==> src/common/srm_pkg.sv <==
// Constants, types and register layout for the receive channel 7/8 slot mapper
// Behaviour
// - Channel 7 field picks off/playback/loopback/linked source
// - Channel 8 field picks off/playback/loopback/linked source
// - Channel 7 slot field resets to slot six
// - Channel 8 slot field resets to slot seven
// - TDM slot value equals frame slot number
// - Top bit reserved, reads zero, write zero
package srm_pkg;

	// ==========================================
	// Register map
	localparam int SRM_CHANNELS = 2;
	localparam logic [SRM_CHANNELS-1:0][7:0] SRM_CH_ADDR = {8'h2f, 8'h2e};
	localparam logic [SRM_CHANNELS-1:0][7:0] SRM_CH_RST = {8'h07, 8'h06};
	localparam int SRM_RSV_BIT = 7;
	localparam int SRM_SRC_HI = 6;
	localparam int SRM_SRC_LO = 5;
	localparam int SRM_SLOT_HI = 4;
	localparam int SRM_SLOT_LO = 0;
	localparam int SRM_ROUTE_W = 7;
	localparam logic [7:0] SRM_RD_UNMAPPED = 8'h00;

	// ==========================================
	// Framing
	localparam logic [1:0] SRM_FMT_TDM = 2'h0;
	localparam logic [1:0] SRM_FMT_I2S = 2'h1;
	localparam logic [1:0] SRM_FMT_LJ = 2'h2;
	localparam int SRM_DATA_W = 32;
	localparam int SRM_SLOT_W = 5;
	localparam int SRM_BITCNT_W = 6;
	localparam logic [SRM_SLOT_W:0] SRM_TDM_SLOTS = 6'h20;
	localparam logic [SRM_SLOT_W:0] SRM_HALF_SLOTS = 6'h10;
	localparam logic [SRM_BITCNT_W-1:0] SRM_BIT_ONE = 6'h01;
	localparam logic [SRM_SLOT_W:0] SRM_SLOT_ONE = 6'h01;

	// ==========================================
	// Types
	typedef enum logic [1:0] {SRM_SRC_OFF, SRM_SRC_PLAYBACK, SRM_SRC_LOOPBACK, SRM_SRC_LINKED} srm_src_t;

	typedef struct packed {
		srm_src_t src;
		logic [SRM_SLOT_W-1:0] slot;
	} srm_route_t;

	typedef struct packed {
		logic stb;
		logic bit_val;
		logic [SRM_SLOT_W-1:0] code;
		logic last;
	} srm_bit_t;

	typedef struct packed {
		srm_src_t src;
		logic [SRM_DATA_W-1:0] data;
	} srm_word_t;

endpackage

==> src/hdl/srm_slot_capture.sv <==
// One receive channel: collects the bits of its selected slot into a word
`timescale 1ns/1ps
module srm_slot_capture
	import srm_pkg::*;
(
	// Clock and reset
	input wire logic core_clk,
	input wire logic rst,
	// Bit stream and routing
	input srm_bit_t bit_in,
	input srm_route_t route,
	// Captured word
	output srm_word_t word_out,
	output logic word_valid
);

	// ==========================================
	// Capture
	logic [SRM_DATA_W-1:0] shift;
	logic [SRM_DATA_W-1:0] next_shift;
	srm_word_t next_word;
	logic next_valid;
	logic hit;

	always_comb
	begin
		hit = bit_in.stb && (route.src != SRM_SRC_OFF) && (bit_in.code == route.slot);
		next_shift = shift;
		next_word = word_out;
		next_valid = 1'b0;
		if (hit)
		begin
			next_shift = {shift[SRM_DATA_W-2:0], bit_in.bit_val};
			if (bit_in.last)
			begin
				// Source tag tells the consumer which path receives the word
				next_word.src = route.src;
				next_word.data = {shift[SRM_DATA_W-2:0], bit_in.bit_val};
				next_valid = 1'b1;
				next_shift = '0;
			end
		end
	end

	always_ff @(posedge core_clk)
	begin
		if (rst)
		begin
			shift <= '0;
			word_out <= '0;
			word_valid <= 1'b0;
		end
		else
		begin
			shift <= next_shift;
			word_out <= next_word;
			word_valid <= next_valid;
		end
	end

endmodule

==> src/hdl/srm_slot_mapper.sv <==
// Primary serial audio port receive slot mapper for channels 7 and 8
`timescale 1ns/1ps
module srm_slot_mapper
	import srm_pkg::*;
(
	// Clock and reset
	input wire logic core_clk,
	input wire logic rst,
	// Register port
	input wire logic reg_wr,
	input wire logic reg_rd,
	input wire logic [7:0] reg_addr,
	input wire logic [7:0] reg_wdata,
	output logic [7:0] reg_rdata,
	output logic reg_rvalid,
	// Frame settings held elsewhere
	input wire logic [1:0] frame_fmt,
	input wire logic [SRM_BITCNT_W-1:0] word_bits,
	// Serial audio port pins
	input wire logic sap_bclk,
	input wire logic sap_fsync,
	input wire logic sap_din,
	// Receive channel outputs, index 0 is channel 7
	output srm_word_t [SRM_CHANNELS-1:0] rx_word,
	output logic [SRM_CHANNELS-1:0] rx_valid
);

	// ==========================================
	// Registers
	srm_route_t [SRM_CHANNELS-1:0] route;
	srm_route_t [SRM_CHANNELS-1:0] next_route;
	logic [7:0] next_rdata;
	logic next_rvalid;

	always_comb
	begin
		next_route = route;
		next_rdata = reg_rdata;
		next_rvalid = reg_rd;
		if (reg_rd)
			next_rdata = SRM_RD_UNMAPPED;
		for (int i = 0; i < SRM_CHANNELS; i++)
		begin
			if (reg_wr && reg_addr == SRM_CH_ADDR[i])
				next_route[i] = srm_route_t'(reg_wdata[SRM_SRC_HI:SRM_SLOT_LO]);
			if (reg_rd && reg_addr == SRM_CH_ADDR[i])
				next_rdata = {1'b0, route[i]};
		end
	end

	always_ff @(posedge core_clk)
	begin
		if (rst)
		begin
			for (int i = 0; i < SRM_CHANNELS; i++)
				route[i] <= srm_route_t'(SRM_CH_RST[i][SRM_ROUTE_W-1:0]);
			reg_rdata <= 8'h00;
			reg_rvalid <= 1'b0;
		end
		else
		begin
			route <= next_route;
			reg_rdata <= next_rdata;
			reg_rvalid <= next_rvalid;
		end
	end

	// ==========================================
	// Pin synchronisers
	// Bit order in each stage: bclk, fsync, din
	logic [2:0] sync1;
	logic [2:0] sync2;
	logic [2:0] sync3;
	logic bclk_rise;
	logic fs_now;
	logic din_now;

	always_ff @(posedge core_clk)
	begin
		if (rst)
		begin
			sync1 <= 3'h0;
			sync2 <= 3'h0;
			sync3 <= 3'h0;
		end
		else
		begin
			sync1 <= {sap_bclk, sap_fsync, sap_din};
			sync2 <= sync1;
			sync3 <= sync2;
		end
	end

	// Data and frame sync are taken on the same delayed edge, so their skew to bclk is kept
	assign bclk_rise = sync2[2] & ~sync3[2];
	assign fs_now = sync2[1];
	assign din_now = sync2[0];

	// ==========================================
	// Frame and slot tracking
	typedef enum logic {SRM_HUNT, SRM_RUN} srm_state_t;

	srm_state_t state;
	srm_state_t next_state;
	logic fs_last;
	logic fs_last2;
	logic next_fs_last;
	logic next_fs_last2;
	logic right_half;
	logic next_right_half;
	logic [SRM_SLOT_W:0] slot_cnt;
	logic [SRM_SLOT_W:0] next_slot_cnt;
	logic [SRM_BITCNT_W-1:0] bit_cnt;
	logic [SRM_BITCNT_W-1:0] next_bit_cnt;
	srm_bit_t bit_out;
	srm_bit_t next_bit_out;
	logic start;
	logic start_right;
	logic [SRM_SLOT_W:0] slot_limit;

	always_comb
	begin
		next_state = state;
		next_fs_last = fs_last;
		next_fs_last2 = fs_last2;
		next_right_half = right_half;
		next_slot_cnt = slot_cnt;
		next_bit_cnt = bit_cnt;
		next_bit_out = bit_out;
		next_bit_out.stb = 1'b0;
		start = 1'b0;
		start_right = 1'b0;
		slot_limit = SRM_HALF_SLOTS;
		case (frame_fmt)
			SRM_FMT_TDM:
			begin
				start = fs_now & ~fs_last;
				slot_limit = SRM_TDM_SLOTS;
			end
			SRM_FMT_I2S:
			begin
				// Half begins one bit after the sync edge; high sync marks the right half
				start = fs_last ^ fs_last2;
				start_right = fs_last;
			end
			SRM_FMT_LJ:
			begin
				start = fs_now ^ fs_last;
				start_right = ~fs_now;
			end
			default:
			begin
				// No framing selected: drop back to hunting so stale slot counts never strobe bits
				start = 1'b0;
				next_state = SRM_HUNT;
			end
		endcase
		if (bclk_rise)
		begin
			next_fs_last = fs_now;
			next_fs_last2 = fs_last;
			if (start)
			begin
				next_state = SRM_RUN;
				next_slot_cnt = '0;
				next_bit_cnt = '0;
				next_right_half = start_right;
			end
			else if (bit_cnt == word_bits - SRM_BIT_ONE)
			begin
				next_bit_cnt = '0;
				// Stop counting past the last slot so bits beyond it never alias slot 0
				if (slot_cnt < slot_limit)
					next_slot_cnt = slot_cnt + SRM_SLOT_ONE;
			end
			else
				next_bit_cnt = bit_cnt + SRM_BIT_ONE;
			next_bit_out.stb = (next_state == SRM_RUN) && (next_slot_cnt < slot_limit);
			next_bit_out.bit_val = din_now;
			next_bit_out.last = (next_bit_cnt == word_bits - SRM_BIT_ONE);
			if (frame_fmt == SRM_FMT_TDM)
				next_bit_out.code = next_slot_cnt[SRM_SLOT_W-1:0];
			else
				next_bit_out.code = {next_right_half, next_slot_cnt[SRM_SLOT_W-2:0]};
		end
	end

	always_ff @(posedge core_clk)
	begin
		if (rst)
		begin
			state <= SRM_HUNT;
			fs_last <= 1'b0;
			fs_last2 <= 1'b0;
			right_half <= 1'b0;
			slot_cnt <= '0;
			bit_cnt <= '0;
			bit_out <= '0;
		end
		else
		begin
			state <= next_state;
			fs_last <= next_fs_last;
			fs_last2 <= next_fs_last2;
			right_half <= next_right_half;
			slot_cnt <= next_slot_cnt;
			bit_cnt <= next_bit_cnt;
			bit_out <= next_bit_out;
		end
	end

	// ==========================================
	// Channel capture units
	genvar ch;
	generate
		for (ch = 0; ch < SRM_CHANNELS; ch++)
		begin : g_ch
			srm_slot_capture i_srm_slot_capture (
				.core_clk(core_clk),
				.rst(rst),
				.bit_in(bit_out),
				.route(route[ch]),
				.word_out(rx_word[ch]),
				.word_valid(rx_valid[ch])
			);
		end
	endgenerate

endmodule

==> config.mk <==
export PLATFORM = sky130hd
export DESIGN_NAME = srm_slot_mapper
export DESIGN_NICKNAME = d
export VERILOG_FILES = /design/src/common/srm_pkg.sv /design/src/hdl/srm_slot_capture.sv /design/src/hdl/srm_slot_mapper.sv
export SDC_FILE = /design/constraint.sdc
export NUM_CORES = 1
export LEC_CHECK = 0
export ABC_CLOCK_PERIOD_IN_PS = 5060
export BUFFER_PORTS_ARGS = -buffer_cell sky130_fd_sc_hd__buf_4
export CAP_MARGIN = 0
export CORE_ASPECT_RATIO = 1.5
export CORE_MARGIN = 4
export CORE_UTILIZATION = 55
export DETAILED_ROUTE_END_ITERATION = 6
export HOLD_SLACK_MARGIN = 0.03
export PLACE_DENSITY = 0.77
export SLEW_MARGIN = 20
export SYNTH_ARGS = -nofsm -noshare
export SYNTH_HDL_FRONTEND = slang
export SYNTH_SLANG_ARGS = --single-unit
==> constraint.sdc <==
create_clock -name core_clk -period 5.06 [get_ports core_clk]
set_input_delay 1.012 -clock core_clk [delete_from_list [all_inputs] [get_ports core_clk]]
set_output_delay 1.012 -clock core_clk [all_outputs]
set_load 0.01 [all_outputs]
; Word-level counts from Yosys, hierarchy flattened
; Index checks and enable logic that the tools add are counted.
[word_totals]
register_bits = 187
inputBits = 31
out_inout_bits = 79
wordCells = 91
[op_classes]
add_sub_neg = 3
n_lt_le_gt_ge = 2
eq_ne = 8
mux = 22
bitwise = 10
reduce_logical = 19
[op_table]
columns = op, n
row1 = $mux 31, 2
row2 = $mux 6, 8
row3 = $mux 7, 3
row4 = $eq 8x6->1 const B, 2
row5 = $add 6x1->6 const B, 2
row6 = $eq 6x6->1, 2
row7 = $lt 6x6->1, 2
row8 = $eq 5x5->1, 2
row9 = $logic_and 1x1->1, 9
row10 = $mux 1, 6
row11 = $not 1->1, 6
row12 = $reduce_or 2->1, 3
row13 = $sub 6x1->6 const B, 1
row14 = $mux 5, 1
row15 = $reduce_and 2->1, 2
row16 = $reduce_bool 2->1, 2
row17 = $pmux 1 s3, 1
row18 = $reduce_bool 3->1, 1
row19 = $reduce_or 3->1, 1
row20 = $and 1x1->1, 2
row21 = $eq 2x1->1 const B, 1
row22 = $eq 2x2->1 const B, 1
row23 = $logic_not 2->1, 1
row24 = $pmux 1 s2, 1
row25 = $xor 1x1->1, 2

; Logic depth before layout (Yosys ltp)
; Gate-level depths: netlist of run 1.
[logic_depth]
depth_word = 9
ltp_mapped = 14

; Modules after synthesis
; A second synthesis of run 1 with hierarchy kept.
[hier_totals]
hier_cells = 817
hier_area_um2 = 8205.4
[by_module_without_submodules]
columns = module, instances, cells_per_inst, area_each_um2, seq_area_each_um2
row1 = srm_slot_capture, 2, 267, 2851.5, 1321.3
row2 = srm_slot_mapper, 1, 283, 2502.4, 980.9

; Worst setup path before layout of run 1
; No wires, ideal clock.
[synth_path]
path_kind = input port to flip-flop
from = input word_bits[0]
to = register bit_out[7] (netlist name)
setup_ps = 86
arrival_time_ps = 3552
t_required_ps = 4974
slack_ps = 1422
cell_stages = 13
cell_sequence = inv_1 > ha_1 > nor3b_4 > xnor2_1 > nor4_4 > nand3_2 > buf_6 > or3_2 > a21oi_1 > ha_1 > a21oi_1 > nand3_1 > a211oi_1
[synth_via]
elab_chain_cells = 7
[synth_lines]
columns = item, line
row1 = "start, declared", srm_slot_mapper.sv:18  ; input wire logic [SRM_BITCNT_W-1:0] word_bits,
row2 = $sub 6x1->6, srm_slot_mapper.sv:169  ; else if (bit_cnt == word_bits - SRM_BIT_ONE)
row3 = $eq 6x6->1, srm_slot_mapper.sv:169
row4 = $mux 6, srm_slot_mapper.sv:169
row5 = $mux 6, srm_slot_mapper.sv:162  ; if (start)
row6 = $mux 6, srm_slot_mapper.sv:158  ; if (bclk_rise)
row7 = $lt 6x6->1, srm_slot_mapper.sv:178  ; next_bit_out.stb = (next_state == SRM_RUN) && (next_slot_cnt < slot_limit);
row8 = $logic_and 1x1->1, srm_slot_mapper.sv:178
row9 = "end signal, assigned", srm_slot_mapper.sv:208  ; bit_out <= next_bit_out;
row10 = "end, declared", srm_slot_mapper.sv:115  ; srm_bit_t bit_out;
; Every way passes these cells. The select of a mux whose other input is x is not followed.
; A chain may end at the register's enable or synchronous reset.

; Worst setup path in the final report of run 1
; Ends and elaborated chain as after synthesis.

==> results of run 1 <==
-- cell usage after synthesis (2+ instances only) --
master    instances
nand2b_1          3
buf_2             7
a21oi_1          77
ha_1              9
nand3_1           9
nand2_1          29
nor2b_1          12
buf_4             3
nand3b_1          2
o221a_2           2
o21ai_0           8
mux2i_1          96
clkbuf_1         49
nor3b_1          62
inv_1            12
o211ai_1          4
a22oi_1           3
nor2_1          170
dfxtp_1         181
or4_1             4
a31oi_1           3
nor4_1            2
nand4_1           4
a211oi_1          3
xor2_1           12
and2_1            3
xnor2_1          15
-- critical path, stage by stage --
cell      delay [ps]
buf_4            130
inv_1             80
ha_1             230
nor3b_4          250
xnor2_1          150
nor4_4           470
nand3_2          260
or3_2            500
a21oi_1          170
ha_1             280
a21oi_1          160
nand3_1           80
a211oi_1         260
-- kinds of logic (layout without fill, tap and decap cells) --
| logic type | count (synthesis) | after routing | share of synthesized area |
|---|---|---|---|
| AO/OA/AOI/OAI | 113 | 113 | 0.0880 |
| XOR/XNOR | 27 | 27 | 0.0315 |
| adder cells (fa/ha/maj) | 9 | 9 | 0.0150 |
| buffers and inverters | 72 | 155 | 0.0397 |
| flip-flops | 181 | 181 | 0.483 |
| multiplexers | 97 | 97 | 0.129 |
| other | 1 | 1 | 0.000499 |
| AND/OR/NAND/NOR | 315 | 315 | 0.213 |
-- power by group through the flow --
stage          sequential (mW)  clock [mW]  combinational [mW]
6_report                  1.43        1.39               0.101
2_1_floorplan             1.46           0              0.0641
4_1_cts                   1.43        1.42              0.0995
3_3_place_gp              1.46           0              0.0938
3_5_place_dp              1.46           0              0.0992
5_1_grt                   1.43        1.48               0.111
-- metal layers --
metal	wire length [um]	GRT usage	vias up
met4	269	0.0661	0
li1	-	-	2933
met2	7950	0.346	136
met5	0	0	-
met3	745	0.0507	27
met1	6660	0.248	2750
-- state kept, by name (all words and copies together) (netlist names), 3 cells and up --
| signal | cells |
|---|---|
| bit_out | 4 |
| sync1 | 3 |
| g_ch.i_srm_slot_capture.shift | 62 |
| reg_rdata | 7 |
| sync2 | 3 |
| route | 14 |
| bit_cnt | 6 |
| g_ch.i_srm_slot_capture.word_out | 68 |
| slot_cnt | 6 |
-- path summary, 6_finish.rpt --
path	start	to	slack, ps	cells after the start
worst max-delay path	word_bits[0]	bit_out[7]	1330	13
worst min-delay path	sync2[0]	bit_out[6]	440	2
worst max register to register	bit_cnt[0]	bit_out[7]	2000	10
worst min register to register	sync2[0]	bit_out[6]	440	2
-- through the flow --
step | hold slack [ps] | std cells
2_1_floorplan | 414 | 815
3_3_place_gp | 419 | 1028
3_5_place_dp | 430 | 1028
4_1_cts | 443 | 1060
5_1_grt | 461 | 1060
6_report | 440 | 1060
-- layout make-up --
class,instances,area share
Sequential cell,181,0.404
Clock buffer,19,0.0505
Inverter,12,0.00502
Tap cell,162,0.0226
Multi-Input combinational cell,562,0.404
Timing Repair Buffer,111,0.0930
Clock inverter,13,0.0208
==> results.toml, run 1 <==
[timing]
rsz0062_at_grt = "false"
fin_crit_ps = 3730
setup_viol = 0
slew_headroom = 0.280
final_hold_viol_count = 0
fin_crit_sh = 0.737
fin_skew_ps = 11.1
slew_violations = 0
timing.fmax_mhz = 268
tightest_slew_ps = 1080
setup_slack_ps = 1330
setup_tns_ps = 0

[synthesis]
syn_inst = 815
synth_seq_area_share = 0.483
synth_fp_nets = 855
synth_top_area_cell = "dfxtp_1"
synth_top_cell_area_share = 0.483
async_flop_share = 0
synthFlopType = "dfxtp_1"
synth-edff-count = 0
synth_area_sq_um = 7510
synth_area_leaders = "dfxtp_1, mux2i_1, nor2_1"
yosys_warnings = 0
syn_avg_cell_area_sq_um = 9.21
ys_seq_elements = 181
yosysUniqueCellTypes = 58

[clock_tree]
clk_latency_ps = 420
cts.sinks = 181
clockBufferDepth = 2
cts_setup_buffers = 0
h-tree-depth = 4
cts_tree = "yes"
root_buffer = "clkbuf_16"
cts_resized = 0
numCtsBuffers = 17
cts_hold_buf = 0
path_clk_slew_ps = 70

[die]
die_w_um = 103
pin_count = 110
initial_core_util = 0.558
core_area_sq_um = 13500
die_h_um = 151
design.die.area_sq_um = 15600
rows = 52

[cells_and_area]
seq_area_sq_um = 3620
antenna_cells = 0
synthToLayoutAreaGrowth_pct = 19.4
final_common_cell = "dfxtp_1"
layout.nets = 925
n_fill_cell = 1087
layout_common_cells = "dfxtp_1, nor2_1, buf_4, mux2i_1, a21oi_1"
finish.instance_area_sq_um = 8960
drive_above_1_share = 0.176
multiInputGateArea_sq_um = 3620
fin_util = 0.666

[global_routing]
grt_pass1_vias = 5647
grt_pass1_wl_mm = 26.0
grt_max_degree = 107
track_usage = 0.203
antenna_found_initial = 0
overflow = 0

[placed_design]
place_area_sq_um = 8320
preCtsSetupSlack_ps = 927
hpwl_mm = 10.5
gp_congestion = 0.855
io_buffers = 107

[routing]
postRouteAntennaNets = 0
vias = 5846
initialDrtViolationCount = 202
wire_per_inst_um = 14.7
firstDrtPassIters = 4
drc = 0
vias_per_cell = 5.52
wirelength_mm = 15.6

[pwr]
combPwrFrac = 0.034
power_mw = 2.92
leakage_nw = 4.04
ir_drop_uv = 241
p_int_mw = 2.29
powerDensity_nw_per_um2 = 326
power.switching_mw = 0.637
pwr-share-seq = 0.490
pwr-share-clk = 0.476
switching_share = 0.218

[setup_path]
cp-end-kind = "register"
crit_path_start_kind = "primary input"
worst-setup-path-type = "in -> reg"
crit_arrival_ps = 4050
worstPathRequired_ps = 5380
cp_max_fo = 11

[min_path]
hold_class = "reg -> reg"

[outcome]
status = "finished, final reports clean"

[flow_run]
cap_violations = 0
Note: power is estimated with default switching activity, not from simulation.
==> inputs of run 2 (changes only) <==
ABC_CLOCK_PERIOD_IN_PS = 3700   (was 5060)
clock period = 3.7 ns   (was 5.06 ns; I/O delays follow)
==> run 2 against run 1 <==
Against the previous run: core utilization is 0.12 points lower; first-iteration DRC count is 0.99% lower; non-clock buffer count is 7 higher; hold slack worse by 6.2 ps; clock-buffer cell count is 1 higher; cell area is 0.18% lower; wire length is 0.25% lower; via count is 0.43% lower; combinational power is 37% higher; sequential share of layout area is 0.074 points higher.
==> results.toml, run 2 (synthesis gave the netlist of run 1 again) <==
[outcome]
status = "finished, final reports clean"

[timing]
tightest_slew_ps = 834
fin_skew_ps = 9.37
setup_viol = 0
slew_headroom = 0.442
setup_tns_ps = 0
slew_violations = 0
rsz0062_at_grt = "false"
timing.fmax_mhz = 322
fin_crit_ps = 3100
final_hold_viol_count = 0
fin_crit_sh = 0.838

[cells_and_area]
n_fill_cell = 1090
antenna_cells = 0
layout_common_cells = "dfxtp_1, nor2_1, buf_4, mux2i_1, a21oi_1"
largest_registers = "g_ch.i_srm_slot_capture.word_out x68, g_ch.i_srm_slot_capture.shift x62, route x14"
largest-register = "g_ch.i_srm_slot_capture.word_out"
layout.nets = 932
synthToLayoutAreaGrowth_pct = 19.2
finish.instance_area_sq_um = 8950
drive_above_1_share = 0.179
largest_reg_flops = 68
final_common_cell = "dfxtp_1"

[flow_run]
cap_violations = 0

[pwr]
pwr-share-clk = 0.458
leakage_nw = 4.04
power.switching_mw = 0.852
p_int_mw = 3.02
pwr-share-seq = 0.506
switching_share = 0.220
combPwrFrac = 0.036
powerDensity_nw_per_um2 = 432
ir_drop_uv = 286

[routing]
vias = 5821
vias_per_cell = 5.46
drc = 0
wire_per_inst_um = 14.6
wirelength_mm = 15.6
initialDrtViolationCount = 200
postRouteAntennaNets = 0
firstDrtPassIters = 4

[global_routing]
antenna_found_initial = 0
track_usage = 0.207
grt_max_degree = 72
overflow = 0
grt_pass1_vias = 5601
grt_pass1_wl_mm = 25.9

[clock_tree]
path_clk_slew_ps = 60
root_buffer = "clkbuf_16"
cts_tree = "yes"
clockBufferDepth = 2
cts_resized = 0
cts.sinks = 181
h-tree-depth = 4
cts_hold_buf = 0
numCtsBuffers = 17
clk_latency_ps = 420
cts_setup_buffers = 0

[die]
rows = 52
die_w_um = 103
die_h_um = 151
pin_count = 110
design.die.area_sq_um = 15600
core_area_sq_um = 13500
initial_core_util = 0.558

[setup_path]
rrSetupSlack_ps = 1060
r2r-end = "bit_out[7]"
worst-setup-path-type = "in -> reg"
crit_path_start_kind = "primary input"
r2r_cells = 10
cp-end-kind = "register"
cp_max_fo = 5
crit_arrival_ps = 3430
worstPathRequired_ps = 4030
reg2reg_from = "bit_cnt[0]"

[min_path]
hold_end = "bit_out[6]"
hold_class = "reg -> reg"
hp-start = "sync2[0]"
hold_depth = 2

[placed_design]
io_buffers = 107
hpwl_mm = 10.4
place_area_sq_um = 8370
gp_congestion = 0.798
run 2: worst max-delay path, cell delays in order:
cell and delay, ps:
buf_4 130, inv_1 90, ha_1 230, nor3b_4 250
xnor2_1 150, nor4_4 340, nand3_2 120, or3_2 460
a21oi_1 160, ha_1 270, a21oi_1 150, nand3_1 90
a211oi_1 240
run 2: stage by stage:
stage | setup WS [ps] | hold WS (ps) | util | instances | total power, mW
final | 598 | 433 | 0.664 | 1067 | 3.87
after floorplan | 334 | 414 | - | 815 | 2.09
after global routing | 408 | 465 | 0.664 | 1067 | 4.01
after CTS | 586 | 438 | 0.664 | 1067 | 3.90
after global placement | 233 | 420 | 0.621 | 1035 | 2.14
after detailed placement | 143 | 427 | 0.621 | 1035 | 2.14
run 2: final cells by class:
cell class                      count  area [sq um]  share of cell area
Clock buffer                       20           437              0.0488
Clock inverter                     12           141              0.0158
Inverter                           12          45.0             0.00503
Multi-Input combinational cell    562          3610               0.404
Sequential cell                   181          3620               0.405
Tap cell                          162           203              0.0227
Timing Repair Buffer              118           886              0.0990
run 2: metal layers:
layer	global-route usage	vias to the layer above	share of wire
met5	0	-	0
met4	0.0739	0	0.020
met3	0.0512	27	0.046
met2	0.356	118	0.51
met1	0.247	2738	0.42
li1	-	2938	-
run 2: how the worst max path moves through the flow:
stage	from	endpoint	slack, ps	cells after the start
6_report	word_bits[0]	bit_out[7]	600	13
5_1_grt	word_bits[0]	bit_out[7]	410	13
4_1_cts	word_bits[0]	bit_out[7]	590	13
3_5_place_dp	word_bits[0]	bit_out[7]	140	13
3_3_place_gp	word_bits[0]	bit_out[7]	230	13
2_1_floorplan	word_bits[0]	bit_out[7]	330	13
run 2: power by group through the flow:
stage	Sequential, mW	Clock, mW	Combinational (mW)
after floorplan	2.00	0	0.0876
after global placement	2.00	0	0.135
after detailed placement	2.00	0	0.138
after CTS	1.96	1.80	0.138
after global routing	1.96	1.90	0.152
final	1.96	1.77	0.138
